**config.mk**
```make
export PLATFORM = sky130hd
export DESIGN_NAME = extbc_core
export DESIGN_NICKNAME = d
export VERILOG_FILES = /design/src/hdl/extbc_pkg.sv /design/src/hdl/extbc_cfg_mem.sv /design/src/hdl/extbc_core.sv
export SDC_FILE = /design/constraint.sdc
export NUM_CORES = 1
export LEC_CHECK = 0
export BUFFER_PORTS_ARGS = -buffer_cell sky130_fd_sc_hd__buf_4
export CAP_MARGIN = 10
export CORE_MARGIN = 5
export CORE_UTILIZATION = 40
export CTS_CLUSTER_SIZE = 24
export DETAILED_ROUTE_END_ITERATION = 8
export GPL_TIMING_DRIVEN = 0
export PLACE_DENSITY = 0.63
export SYNTH_ARGS = -nofsm -noshare
export SYNTH_HDL_FRONTEND = slang
export SYNTH_SLANG_ARGS = --single-unit
```
**constraint.sdc**
```tcl
create_clock -name ref_clk -period 2.4 [get_ports ref_clk]
set_clock_uncertainty 0.05 [all_clocks]
set_input_delay 0.36 -clock ref_clk [delete_from_list [all_inputs] [get_ports ref_clk]]
set_output_delay 0.36 -clock ref_clk [all_outputs]
set_load 0.05 [all_outputs]
```
**src/hdl/extbc_pkg.sv**
```systemverilog
// shared constants, carrier types and decode functions of the bus controller
package extbc_pkg;

  // ---------------------------------------------------------------
  // widths and counts
  // ---------------------------------------------------------------
  localparam int ADDR_W = 24;
  localparam int DATA_W = 16;
  localparam int NUM_WIN = 4;
  localparam int NUM_CS = 5;
  localparam int CS_IDX_W = 3;
  localparam int SEG_LO = 16;
  localparam int WIN_LO = 12;
  localparam int BUS_DIV_DEF = 2;
  localparam logic [7:0] IPB_SEG_DEF = 8'h20;

  // ---------------------------------------------------------------
  // carrier types
  // ---------------------------------------------------------------
  typedef struct packed {
    logic [1:0] addrPhase;
    logic [3:0] waitCyc;
    logic [1:0] holdCyc;
  } extbc_timing_type;

  typedef struct packed {
    logic enable;
    logic bus16;
    logic muxed;
    logic readyEn;
    logic readyHigh;
  } extbc_func_type;

  typedef struct packed {
    extbc_timing_type timing;
    extbc_func_type func;
  } extbc_cs_cfg_type;

  typedef struct packed {
    logic enable;
    logic [11:0] base;
    logic [3:0] size;
  } extbc_win_sel_type;

  typedef struct packed {
    logic [23:0] addr;
    logic write;
    logic word;
    logic [15:0] wdata;
  } extbc_req_type;

  typedef struct packed {
    logic sel;
    logic [23:0] addr;
    logic write;
    logic word;
    logic [15:0] wdata;
  } extbc_ipb_type;

  typedef struct packed {
    logic [15:0] ad;
    logic adOe;
    logic [23:0] addr;
    logic ale;
    logic rdN;
    logic wrN;
    logic [4:0] csN;
  } extbc_pin_type;

  typedef enum logic [2:0] {
    ST_IDLE,
    ST_LOOKUP,
    ST_ADDR,
    ST_CMD,
    ST_READY,
    ST_HOLD,
    ST_DONE
  } extbc_state_type;

  // ---------------------------------------------------------------
  // values after reset
  // ---------------------------------------------------------------
  localparam logic [12:0] CFG_RST = 13'h09bc;
  localparam logic [4:0] CS_OFF = 5'h1f;
  localparam extbc_pin_type PIN_RST = '{ad: 16'h0000, adOe: 1'b0,
    addr: 24'h000000, ale: 1'b0, rdN: 1'b1, wrN: 1'b1, csN: 5'h1f};
  localparam extbc_ipb_type IPB_RST = '{sel: 1'b0, addr: 24'h000000,
    write: 1'b0, word: 1'b0, wdata: 16'h0000};

  // ---------------------------------------------------------------
  // decode functions
  // ---------------------------------------------------------------
  function automatic logic winMatch(input logic [23:0] a,
                                    input extbc_win_sel_type w);
    logic [11:0] m;
    m = 12'hfff << w.size;
    return w.enable && ((a[23:12] & m) == (w.base & m));
  endfunction

  // window 4 over 3, 2 over 1; upper pair also beats lower pair
  function automatic logic [2:0] csPick(input logic [3:0] m);
    if (m[3]) return 3'h4;
    if (m[2]) return 3'h3;
    if (m[1]) return 3'h2;
    if (m[0]) return 3'h1;
    return 3'h0;
  endfunction

endpackage

```
**src/hdl/extbc_cfg_mem.sv**
```systemverilog
// per-chip-select timing and function configuration store
`timescale 1ns/1ns
module extbc_cfg_mem
  import extbc_pkg::*;
#(
  parameter int WIDTH = 13,
  parameter int DEPTH = 5,
  parameter int IDX_W = 3,
  parameter logic [WIDTH-1:0] RST_VAL = '0
) (
  input wire logic ref_clk,
  input wire logic rstn,
  input wire logic ce,
  input wire logic we,
  input wire logic [IDX_W-1:0] wrIdx,
  input wire logic [WIDTH-1:0] wrData,
  input wire logic [IDX_W-1:0] rdIdx,
  output logic [WIDTH-1:0] rdData
);

  logic [WIDTH-1:0] memReg [DEPTH];
  logic [WIDTH-1:0] rdDataReg;

  // every entry starts at the default so cs0 works straight from reset
  always_ff @(posedge ref_clk or negedge rstn) begin
    if (!rstn) begin
      for (int i = 0; i < DEPTH; i++) begin
        memReg[i] <= RST_VAL;
      end
      rdDataReg <= RST_VAL;
    end else if (ce) begin
      if (we && (int'(wrIdx) < DEPTH)) begin
        memReg[wrIdx] <= wrData;
      end
      rdDataReg <= (int'(rdIdx) < DEPTH) ? memReg[rdIdx] : RST_VAL;
    end
  end

  assign rdData = rdDataReg;

endmodule

```
**src/hdl/extbc_core.sv**
```systemverilog
// external bus controller: window decode, bus sequencer, pin drivers
//
// Contract
// - Every off-chip access and internal peripheral bus access runs here.
// - Internal peripheral bus accesses use the same sequencer as external.
// - Single-chip mode or external bus mode is selectable.
// - Address bus width programmable from zero to twenty-three bits.
// - External data bus is eight or sixteen bits wide.
// - Multiplexed or demultiplexed bus operation selectable.
// - Demultiplexed mode puts low address on dedicated address lines.
// - Segment line count selectable, space 8 Mbytes down to 64 Kbytes.
// - Active-low chip selects, one per window plus the default.
// - Timing and function settings are programmable per chip select.
// - Ready input stretches accesses; its active level is programmable.
// - Up to four address windows, each with own bus characteristics.
// - Window 4 beats window 3, window 2 beats window 1.
// - Accesses outside all windows use chip select zero settings.
// - Only the matching window may assert its chip select.
// - Bus timing follows rising edge of the driven reference clock.
// - Bus mode, width and multiplexing switch per access by window.
// - Reserved map regions become external bus accesses.
`timescale 1ns/1ns
module extbc_core
  import extbc_pkg::*;
#(
  parameter int BUS_DIV = BUS_DIV_DEF,
  parameter logic [7:0] IPB_SEG = IPB_SEG_DEF
) (
  input wire logic ref_clk,
  input wire logic rstn,
  input wire logic ce,
  input wire logic singleChip,
  input wire logic [4:0] addrBusWidth,
  input wire logic [2:0] segLineCount,
  input wire extbc_win_sel_type [NUM_WIN-1:0] winSel,
  input wire logic cfgWe,
  input wire logic [CS_IDX_W-1:0] cfgIdx,
  input wire extbc_cs_cfg_type cfgData,
  input wire logic reqValid,
  input wire extbc_req_type req,
  output logic reqReady,
  output logic rspValid,
  output logic [DATA_W-1:0] rspData,
  output extbc_ipb_type ipbOut,
  input wire logic [DATA_W-1:0] ipbRdata,
  input wire logic ipbReady,
  output logic busClkOut,
  output extbc_pin_type busPins,
  input wire logic [DATA_W-1:0] adIn,
  input wire logic readyPin
);

  localparam int DIV_W = (BUS_DIV > 2) ? $clog2(BUS_DIV) : 1;
  localparam logic [DIV_W-1:0] DIV_LAST = DIV_W'(BUS_DIV - 1);
  localparam logic [DIV_W-1:0] DIV_HALF = DIV_W'(BUS_DIV / 2);

  extbc_state_type stateReg, stateNext;
  logic [3:0] cntReg, cntNext;
  logic startedReg, startedNext;
  logic byteHiReg, byteHiNext;
  extbc_req_type reqReg, reqNext;
  logic ipbHitReg, ipbHitNext;
  logic [2:0] csIdxReg, csIdxNext;
  logic [15:0] rdataReg, rdataNext;
  logic reqReadyReg, reqReadyNext;
  logic rspValidReg, rspValidNext;
  logic [15:0] rspDataReg, rspDataNext;
  extbc_pin_type pinsReg, pinsNext;
  extbc_ipb_type ipbReg, ipbNext;
  logic [DIV_W-1:0] divCntReg, divCntNext;
  logic busClkReg;
  logic rdyS1Reg, rdyS2Reg, rdyS3Reg, rdyStableReg;
  logic [12:0] cfgRaw;

  // ---------------------------------------------------------------
  // decode
  // ---------------------------------------------------------------
  logic [NUM_WIN-1:0] winHit;
  logic [ADDR_W-1:0] addrMask;
  logic ipbHitNow;
  logic take;
  logic busEdge;
  extbc_cs_cfg_type cfg;
  logic readyOk;
  logic readyGo;
  logic [23:0] curAddr;
  logic [15:0] wrData;
  logic [15:0] dataIn;
  logic [4:0] csOn;
  logic needSecond;

  genvar gi;
  generate
    for (gi = 0; gi < NUM_WIN; gi++) begin : g_win
      assign winHit[gi] = winMatch(req.addr, winSel[gi]);
    end
    for (gi = 0; gi < ADDR_W; gi++) begin : g_mask
      if (gi < SEG_LO) begin : g_lo
        assign addrMask[gi] = 5'(gi) < addrBusWidth;
      end else begin : g_seg
        // A23 never carries: the segment lines top out at 8 Mbytes
        assign addrMask[gi] = (5'(gi) < addrBusWidth) &&
                              (3'(gi - SEG_LO) < segLineCount);
      end
    end
  endgenerate

  // anything off the peripheral segment goes out, reserved areas too
  assign ipbHitNow = req.addr[23:16] == IPB_SEG;
  assign take = (stateReg == ST_IDLE) && reqValid && reqReadyReg;
  assign busEdge = divCntReg == DIV_LAST;
  assign divCntNext = busEdge ? '0 : divCntReg + 1'b1;
  assign cfg = extbc_cs_cfg_type'(cfgRaw);
  assign readyOk = rdyStableReg == cfg.func.readyHigh;
  assign readyGo = ipbHitReg ? ipbReady :
                   (!cfg.func.readyEn || readyOk);
  assign curAddr = {reqReg.addr[23:1], reqReg.addr[0] | byteHiReg};
  assign wrData = cfg.func.bus16 ?
                  (reqReg.word ? reqReg.wdata :
                   {reqReg.wdata[7:0], reqReg.wdata[7:0]}) :
                  {8'h00, byteHiReg ? reqReg.wdata[15:8] :
                   reqReg.wdata[7:0]};
  assign dataIn = ipbHitReg ? ipbRdata : adIn;
  assign csOn = cfg.func.enable ? ~(5'h01 << csIdxReg) : CS_OFF;
  assign needSecond = reqReg.word && !cfg.func.bus16 &&
                      !byteHiReg && !ipbHitReg;

  // ---------------------------------------------------------------
  // configuration store, read by the latched chip select index
  // ---------------------------------------------------------------
  extbc_cfg_mem #(
    .WIDTH(13),
    .DEPTH(NUM_CS),
    .IDX_W(CS_IDX_W),
    .RST_VAL(CFG_RST)
  ) u_cfg (
    .ref_clk(ref_clk),
    .rstn(rstn),
    .ce(ce),
    .we(cfgWe),
    .wrIdx(cfgIdx),
    .wrData(cfgData),
    .rdIdx(csIdxReg),
    .rdData(cfgRaw)
  );

  // ---------------------------------------------------------------
  // sequencer
  // ---------------------------------------------------------------
  always_comb begin
    stateNext = stateReg;
    cntNext = cntReg;
    startedNext = startedReg;
    byteHiNext = byteHiReg;
    reqNext = reqReg;
    ipbHitNext = ipbHitReg;
    csIdxNext = csIdxReg;
    rdataNext = rdataReg;
    reqReadyNext = reqReadyReg;
    rspValidNext = 1'b0;
    rspDataNext = rspDataReg;
    pinsNext = pinsReg;
    ipbNext = ipbReg;
    case (stateReg)
      ST_IDLE: begin
        if (take) begin
          reqNext = req;
          ipbHitNext = ipbHitNow;
          csIdxNext = csPick(winHit);
          reqReadyNext = 1'b0;
          byteHiNext = 1'b0;
          rdataNext = 16'h0000;
          // no pins move in single-chip mode
          stateNext = (singleChip && !ipbHitNow) ?
                      ST_DONE : ST_LOOKUP;
        end
      end
      ST_LOOKUP: begin
        startedNext = 1'b0;
        stateNext = ST_ADDR;
      end
      ST_ADDR: begin
        if (busEdge) begin
          if (!startedReg) begin
            startedNext = 1'b1;
            cntNext = {2'h0, cfg.timing.addrPhase};
            if (ipbHitReg) begin
              ipbNext = '{sel: 1'b1, addr: reqReg.addr,
                write: reqReg.write, word: reqReg.word,
                wdata: reqReg.wdata};
            end else begin
              pinsNext.addr = curAddr & addrMask;
              pinsNext.ad = curAddr[15:0];
              pinsNext.adOe = cfg.func.muxed;
              pinsNext.ale = 1'b1;
              pinsNext.csN = csOn;
            end
          end else if (cntReg != 4'h0) begin
            cntNext = cntReg - 4'h1;
          end else begin
            pinsNext.ale = 1'b0;
            if (!ipbHitReg) begin
              pinsNext.rdN = reqReg.write;
              pinsNext.wrN = !reqReg.write;
              pinsNext.ad = reqReg.write ? wrData : pinsReg.ad;
              pinsNext.adOe = reqReg.write;
            end
            cntNext = cfg.timing.waitCyc;
            stateNext = ST_CMD;
          end
        end
      end
      ST_CMD: begin
        if (busEdge) begin
          if (cntReg != 4'h0) begin
            cntNext = cntReg - 4'h1;
          end else begin
            stateNext = ST_READY;
          end
        end
      end
      ST_READY: begin
        if (busEdge && readyGo) begin
          if (ipbHitReg || cfg.func.bus16) begin
            rdataNext = reqReg.word ? dataIn :
                        {8'h00, reqReg.addr[0] ? dataIn[15:8] :
                         dataIn[7:0]};
          end else if (byteHiReg) begin
            rdataNext[15:8] = dataIn[7:0];
          end else begin
            rdataNext[7:0] = dataIn[7:0];
          end
          pinsNext.rdN = 1'b1;
          pinsNext.wrN = 1'b1;
          cntNext = {2'h0, cfg.timing.holdCyc};
          stateNext = ST_HOLD;
        end
      end
      ST_HOLD: begin
        if (busEdge) begin
          if (cntReg != 4'h0) begin
            cntNext = cntReg - 4'h1;
          end else begin
            pinsNext = PIN_RST;
            ipbNext.sel = 1'b0;
            if (needSecond) begin
              // word on a byte bus: high byte follows at odd address
              byteHiNext = 1'b1;
              startedNext = 1'b0;
              stateNext = ST_ADDR;
            end else begin
              stateNext = ST_DONE;
            end
          end
        end
      end
      ST_DONE: begin
        rspValidNext = 1'b1;
        rspDataNext = rdataReg;
        reqReadyNext = 1'b1;
        stateNext = ST_IDLE;
      end
      default: begin
        stateNext = ST_IDLE;
      end
    endcase
  end

  // ---------------------------------------------------------------
  // state registers
  // ---------------------------------------------------------------
  always_ff @(posedge ref_clk or negedge rstn) begin
    if (!rstn) begin
      stateReg <= ST_IDLE;
      cntReg <= 4'h0;
      startedReg <= 1'b0;
      byteHiReg <= 1'b0;
      reqReg <= '0;
      ipbHitReg <= 1'b0;
      csIdxReg <= 3'h0;
      rdataReg <= 16'h0000;
      reqReadyReg <= 1'b1;
      rspValidReg <= 1'b0;
      rspDataReg <= 16'h0000;
    end else if (ce) begin
      stateReg <= stateNext;
      cntReg <= cntNext;
      startedReg <= startedNext;
      byteHiReg <= byteHiNext;
      reqReg <= reqNext;
      ipbHitReg <= ipbHitNext;
      csIdxReg <= csIdxNext;
      rdataReg <= rdataNext;
      reqReadyReg <= reqReadyNext;
      rspValidReg <= rspValidNext;
      rspDataReg <= rspDataNext;
    end
  end

  always_ff @(posedge ref_clk or negedge rstn) begin
    if (!rstn) begin
      pinsReg <= PIN_RST;
      ipbReg <= IPB_RST;
    end else if (ce) begin
      pinsReg <= pinsNext;
      ipbReg <= ipbNext;
    end
  end

  // ---------------------------------------------------------------
  // reference clock divider and ready synchroniser
  // ---------------------------------------------------------------
  // pins and the clock rise in the same ref_clk edge
  always_ff @(posedge ref_clk or negedge rstn) begin
    if (!rstn) begin
      divCntReg <= '0;
      busClkReg <= 1'b0;
    end else if (ce) begin
      divCntReg <= divCntNext;
      busClkReg <= divCntNext < DIV_HALF;
    end
  end

  // third stage filters a one-cycle glitch from the pin
  always_ff @(posedge ref_clk or negedge rstn) begin
    if (!rstn) begin
      rdyS1Reg <= 1'b0;
      rdyS2Reg <= 1'b0;
      rdyS3Reg <= 1'b0;
      rdyStableReg <= 1'b0;
    end else if (ce) begin
      rdyS1Reg <= readyPin;
      rdyS2Reg <= rdyS1Reg;
      rdyS3Reg <= rdyS2Reg;
      if (rdyS2Reg == rdyS3Reg) begin
        rdyStableReg <= rdyS3Reg;
      end
    end
  end

  assign reqReady = reqReadyReg;
  assign rspValid = rspValidReg;
  assign rspData = rspDataReg;
  assign ipbOut = ipbReg;
  assign busClkOut = busClkReg;
  assign busPins = pinsReg;
endmodule

```
==> summary.md, run 1 <==
| Metric | Value |
|---|---|
| Final Cycle Share | 95.94% |
| Maximum capacitance violations | 0 |
| DRC viols | 0 |
| First-pass GRT wire length | 62780 µm |
| Drt wl/cell | 20.24 µm |
| Clock Pin Slew Worst Setup and Hold Paths | 0.06 ns |
| Clk_lat worst skew | 0.54 ns |
| DRT antenna net count | 0 |
| CP peak stage delay | 0.59 ns |
| Setup TNS | 0 ns |
| Synth Instances | 1216 |
| First-pass DRT Iterations | 5 |
| Pwr Density | 918.0 nW/µm² |
| Status | finished clean |
| Hpwl dp | 30170 µm |
| Finished Cell Area | 17070 µm² |
| Gr usage total | 21.72% |
| WP data required | 2.77 ns |
| Global Route met1 Usage | 29.21% |
| Post-synthesis cell type count | 72 |
| Unrepaired setup endpoints after global routing | no |
| CTS tree | done |
| Final setup violation count | 0 |
| Arr. time, crit path | 2.67 ns |
| Min cycle time layout | 2.302 ns |
| Yosys warns | 0 |
| Final slew viol count | 0 |
| Peak supply drop | 0.5662 mV |
| Final WL | 40700 µm |
| Count of final hold-check violations | 0 |
| Diode count | 0 |
| EDFF count, synth | 0 |
| 1st-iter DRT viols | 498 |
| Width of the die | 191.1 µm |
| Fillers | 2928 |
| Initial antenna violation count | 3 |
| Total Die Area | 36510 µm² |
| GR Util met2 | 36.01% |
| IO Port Bufs | 267 |
| Yosys top cell area share | 40.84% |
| Leading area contributor after synthesis | dfrtp_1 |
| Net Count, Synth | 1392 |
| Startpoint types | flip-flop |
| Number of global-route vias before repair | 11068 |
| Area of placed instances | 15730 µm² |
| Crit path max-delay cell type | nand4_1 |
| Ys flop type | dfrtp_1 |
| Root Buffer Master | clkbuf_16 |
| Actual slew at the worst max-slew pin | 0.7690 ns |
| CTS Sinks | 264 |
| Post-synth top cells | 247 x nand2_1, 214 x dfrtp_1, 90 x mux2_2 |
| Largest net degree at the start of global routing | 109 |
| Nets@finish | 1723 |
| Core outline area | 32450 µm² |
| Syn avg cell area | 10.78 µm² |
| H-Tree Depth | 1 |
| Overflow after GRT | 0 |
| Most used cell, CP | nand2_1 |
| Area grow syn2layout | 30.14% |
| Highest net fanout along the worst path | 10 |
| CTS Buffer Depth | 3 |
| Top-Level Pins | 285 |
| Vias | 10533 |
| Number of synthesized register bits | 264 |
| Synth async-reset ratio | 100.0% |
| Fmax achieved | 434.3 MHz |
| CP endpoint kind | flip-flop |
| Die Ht | 191.1 µm |
| Vias per Instance | 5.238 |
| R2R Setup Slk | 0.1 ns |
| Relative slew margins | 48.55% |
| Initial Util | 40.41% |
| Post-synthesis sequential area ratio | 50.85% |
| Leak | 7.902 nW |
| CP bufs+invs | 2 |
| Synthesized area | 13110 µm² |
| TritonCTS Buffers | 29 |
| Min-delay worst type | primary input to flip-flop |
| Synth area leaders | dfrtp_1 41%, dfstp_2 10%, mux2_2 7.7%, nand2_1 7.1%, mux2_4 4.5% |
| Count leader, synth | nand2_1 |
| Row cnt | 66 |
| CP Cell Sequence | buf_6 > nor3_1 > nand4_1 > clkbuf_1 > nand2_1 > nand2_1 |
| Met3 usage | 4.638% |
| Most used routing layer | met2 |
| Delay-heaviest family, CP | simple AND/OR/NAND/NOR gates |
| Kind of critical path | flip-flop to flip-flop |
| Share of cells above drive strength 1 | 35.82% |
| Placer Congestion | 0.9204 |
-- power by group --
part	switching, W	internal (W)	total (W)
sequential	0.000605	0.00548	0.00608
clock	0.00180	0.00275	0.00454
combinational	0.00316	0.00188	0.00504
-- logic make-up after synthesis --
logic type | share of synthesized area (%)
flops | 50.85
xor+xnor | 3.339
mux | 17.15
compound gates | 11.87
fa+ha+maj | 0.1908
other cells | 0.02860
simple gates | 12.43
buf+inv | 4.131
-- layout by cell type, fill, tap and decap left out, drive strengths merged, types with 7 or more instances in the layout --
master         n
nand2        249
a21oi         42
dfrtp        214
o211ai        14
dlygate4sd3   32
mux2i         20
nor2          55
a31oi         13
mux2         129
dfstp         50
nand3         21
buf          299
o221ai        13
nor3          13
clkbuf        91
xor2          26
nand2b         8
o31ai         18
mux4          20
o2111ai        7
xnor2         24
inv           27
nor2b          7
o21ai         85
a22oi          8
clkinv        10
-- layer usage --
| metal | part of all wire (%) | up-vias |
|---|---|---|
| li1 | - | 4938 |
| met1 | 44 | 5143 |
| met2 | 47 | 379 |
| met3 | 7.3 | 69 |
| met4 | 2.4 | 4 |
| met5 | 0.061 | - |
-- layout make-up --
| type | count | area [µm²] | share of cell area, % |
|---|---|---|---|
| multi-input cells | 843 | 5926 | 34.72 |
| plain buffers | 79 | 440.4 | 2.581 |
| flip-flops and latches | 264 | 6669 | 39.08 |
| inverters | 28 | 105.1 | 0.6158 |
| clock buffers | 41 | 840.8 | 4.927 |
| repair buffers | 302 | 2395 | 14.03 |
| clock inverters | 12 | 137.6 | 0.8065 |
| well taps | 442 | 553.0 | 3.240 |
-- sequential cells by signal, indices dropped and copies added, names as in the netlist, 3 cells and up --
| register | cells |
|---|---|
| u_cfg.memReg | 65 |
| rspData | 16 |
| curAddr | 23 |
| ipbOut | 43 |
| busPins | 48 |
| csIdxReg | 3 |
| rdataReg | 16 |
| u_cfg.rdData | 13 |
| stateReg | 3 |
| cntReg | 4 |
| reqReg | 19 |
-- metrics by stage --
step / utilization [%] / worst slack [ns] / instances / hold WS, ns / total power, W
final: 52.59 / 0.09752 / 2011 / 0.04195 / 0.01567
after global routing: 52.59 / 0.003315 / 2011 / 0.03091 / 0.01649
after CTS: 52.55 / 0.04230 / 2013 / 0.02167 / 0.01577
after detailed placement: 48.48 / -0.3384 / 1927 / 0.2882 / 0.01111
after global placement: 48.29 / -1.308 / 1925 / 0.3949 / 0.01097
after floorplan: - / 0.2226 / 1216 / 0.01441 / 0.009303
-- timing repair --
item	4_1_cts	5_1_grt
hold endpoints to repair	94	0
gates cloned	0	0
setup buffers	1	0
endpoints found under the setup margin	35	94
resized for setup	3	15
pin swaps	0	1
hold buffers	32	0
-- final timing paths --
kind | cells after the start | start | endpoint
min reg2reg | 2 | busPins[1] | busPins[1]
min in group asynchronous | 2 | rstn | rdataReg[14]
max reg2reg | 6 | stateReg[1] | reqReg[7]
max in group asynchronous | 3 | rstn | busPins[1]
min | 2 | cfgData[9] | u_cfg.memReg[61]
max | 6 | stateReg[1] | reqReg[7]
No activity file was read; power rests on OpenSTA's default activity.
==> run 2, diff against run 1 <==
Settings changed: CAP_MARGIN 10 to unset, CORE_UTILIZATION 40 to 55, PLACE_DENSITY 0.63 to 0.82, SKIP_LAST_GASP set to 1.
==> summary.md, run 2 (same netlist as run 1, synthesis figures left out) <==
| Metric | Value |
|---|---|
| Status | finished clean |
| Count of final hold-check violations | 0 (unchanged) |
| Maximum capacitance violations | 0 (unchanged) |
| DRT antenna net count | 0 (unchanged) |
| Drt wl/cell | 21.43 µm (+5.9%) |
| Final Hold Slack | 0.01597 ns (-0.02597 ns) |
| Placer Congestion | 0.9083 (-1.3%) |
| Most frequent cells in the layout | 275 x buf_4, 247 x nand2_1, 214 x dfrtp_1, 90 x mux2_2, 83 x o21ai_0 |
| Vias per Instance | 5.831 (+11%) |
| CTS Buffer Depth | 3 (unchanged) |
| Final WL | 40560 µm (-0.33%) |
| Width of the die | 164.4 µm (-14%) |
| Pre-CTS WS | -0.2480 ns (+0.09038 ns) |
| Kind of critical path | flip-flop to flip-flop |
| First-pass GRT wire length | 62370 µm (-0.66%) |
| Arr. time, crit path | 2.71 ns (+0.04 ns) |
| Top-Level Pins | 285 (unchanged) |
| Final Cycle Share | 97.28% (+1.3 points) |
| Overflow after GRT | 0 (unchanged) |
| Fmax achieved | 428.3 MHz (-1.4%) |
| Final slew viol count | 0 (unchanged) |
| IO Port Bufs | 267 (unchanged) |
| Clock Pin Slew Worst Setup and Hold Paths | 0.07 ns (about the same) |
| First-pass DRT Iterations | 5 (unchanged) |
| WP data required | 2.77 ns (about the same) |
| Min cycle time layout | 2.335 ns (+0.03219 ns) |
| CP endpoint kind | flip-flop |
| Initial Util | 55.87% (+15 points) |
| Highest net fanout along the worst path | 8 (-2) |
| Min-delay worst type | primary input to flip-flop |
| Max reg flops | 65 (unchanged) |
| Final setup violation count | 0 (unchanged) |
| Root Buffer Master | clkbuf_16 |
| Commonest non-fill, non-tap cell in the layout | buf_4 |
| Gr usage total | 29.48% (+7.8 points) |
| Worst hold endpoint | rdyS1Reg |
| CTS tree | done |
| HP Start | readyPin |
| Nets@finish | 1729 (+0.35%) |
| R2R cell count | 9 (+3) |
| Reg2reg end | ipbOut[16] |
| Vias | 11038 (+4.8%) |
| Worst r2r src | cntReg[0] |
| TritonCTS Buffers | 27 (-6.9%) |
| Diode count | 0 (unchanged) |
| H-Tree Depth | 1 (unchanged) |
| CTS Sinks | 264 (unchanged) |
| Startpoint types | flip-flop |
| R2R Setup Slk | 0.07 ns (-0.03 ns) |
| 1st-iter DRT viols | 1019 (+100%) |
| Initial antenna violation count | 1 (-2) |
| Slack of the critical path | 0.06533 ns (-0.03219 ns) |
| DRC viols | 0 (unchanged) |
| Relative slew margins | 38.94% (-9.6 points) |
| Tot Pwr | 0.01583 W (+1.0%) |
| Row cnt | 56 (-15%) |
| Leak | 7.927 nW (+0.31%) |
| Hpwl dp | 29210 µm (-3.2%) |
| Share of cells above drive strength 1 | 36.15% (+0.33 points) |
| Largest net degree at the start of global routing | 123 (+13%) |
| Clk_lat worst skew | 0.54 ns (about the same) |
| Actual slew at the worst max-slew pin | 0.9125 ns (+0.1436 ns) |
| Die Ht | 164.4 µm (-14%) |
| Top reg by flops | u_cfg.memReg |
| Total Die Area | 27030 µm² (-26%) |
| Core outline area | 23470 µm² (-28%) |
| Hold Path Depth | 2 (unchanged) |
| Peak supply drop | 0.5048 mV (-11%) |
| Area grow syn2layout | 29.63% |
| Pwr Density | 931.0 nW/µm² (+1.4%) |
| Number of global-route vias before repair | 11417 (+3.2%) |
==> run 2: stage by stage <==
step           area, µm²  setup TNS [ns]  util [%]  std cells
2_1_floorplan      13110               0         -       1216
3_3_place_gp       15520         -268.26     66.11       1802
3_5_place_dp       15580          -9.351     66.38       1804
4_1_cts            16870               0     71.87       1886
5_1_grt            17000        -0.03128     72.42       1893
6_report           17000               0     72.42       1893
==> run 2: worst max-delay path by stage <==
stage	from	slack, ns	end	depth (start not counted)
final	cntReg[0]	0.07	ipbOut[16]	9
after global routing	cntReg[0]	-0.009	ipbOut[16]	9
after CTS	cntReg[0]	0.001	ipbOut[38]	9
after detailed placement	ce	-0.25	curAddr[6]	6
after global placement	rstn	-1.18	curAddr[18]	1
after floorplan	cntReg[0]	0.22	ipbOut[10]	9
==> run 2: routing by layer <==
layer / GRT usage, % / up-vias / routed length, µm
met3: 5.940 / 112 / 3740
met5: 0 / - / 0
met4: 10.85 / 0 / 1471
li1: - / 4936 / -
met2: 50.41 / 593 / 19630
met1: 37.39 / 5397 / 15720
==> run 2: cell type report <==
| cell class | count | area, µm² |
|---|---|---|
| repair buffers | 308 | 2455 |
| flip-flops and latches | 264 | 6669 |
| well taps | 319 | 399.1 |
| plain buffers | 81 | 455.4 |
| inverters | 28 | 105.1 |
| multi-input cells | 843 | 5947 |
| clock inverters | 11 | 167.7 |
| clock buffers | 39 | 800.8 |
| fillers | 1636 | 6474 |
==> run 2: where the power goes <==
group          internal, W  switching, W
Sequential         0.00548      0.000635
Combinational      0.00193       0.00323
Clock              0.00275       0.00179
==> run 2: critical path, cell delays in order (launching register included) <==
cell	delay, ns
dfrtp_1	0.42
inv_2	0.11
ha_4	0.14
nor3b_4	0.27
nand2_4	0.08
a21oi_4	0.22
and4_4	0.27
buf_12	0.16
clkbuf_16	0.18
mux2_4	0.30
==> run 2: timing repair <==
| item | CTS | global route |
|---|---|---|
| pin swaps | 1 | 5 |
| endpoints found under the hold margin | 78 | 0 |
| cloned | 0 | 1 |
| buffers inserted | 1 | 6 |
| hold buffers | 31 | 0 |
| gates resized for setup | 3 | 18 |
| endpoints found under the setup margin | 59 | 111 |
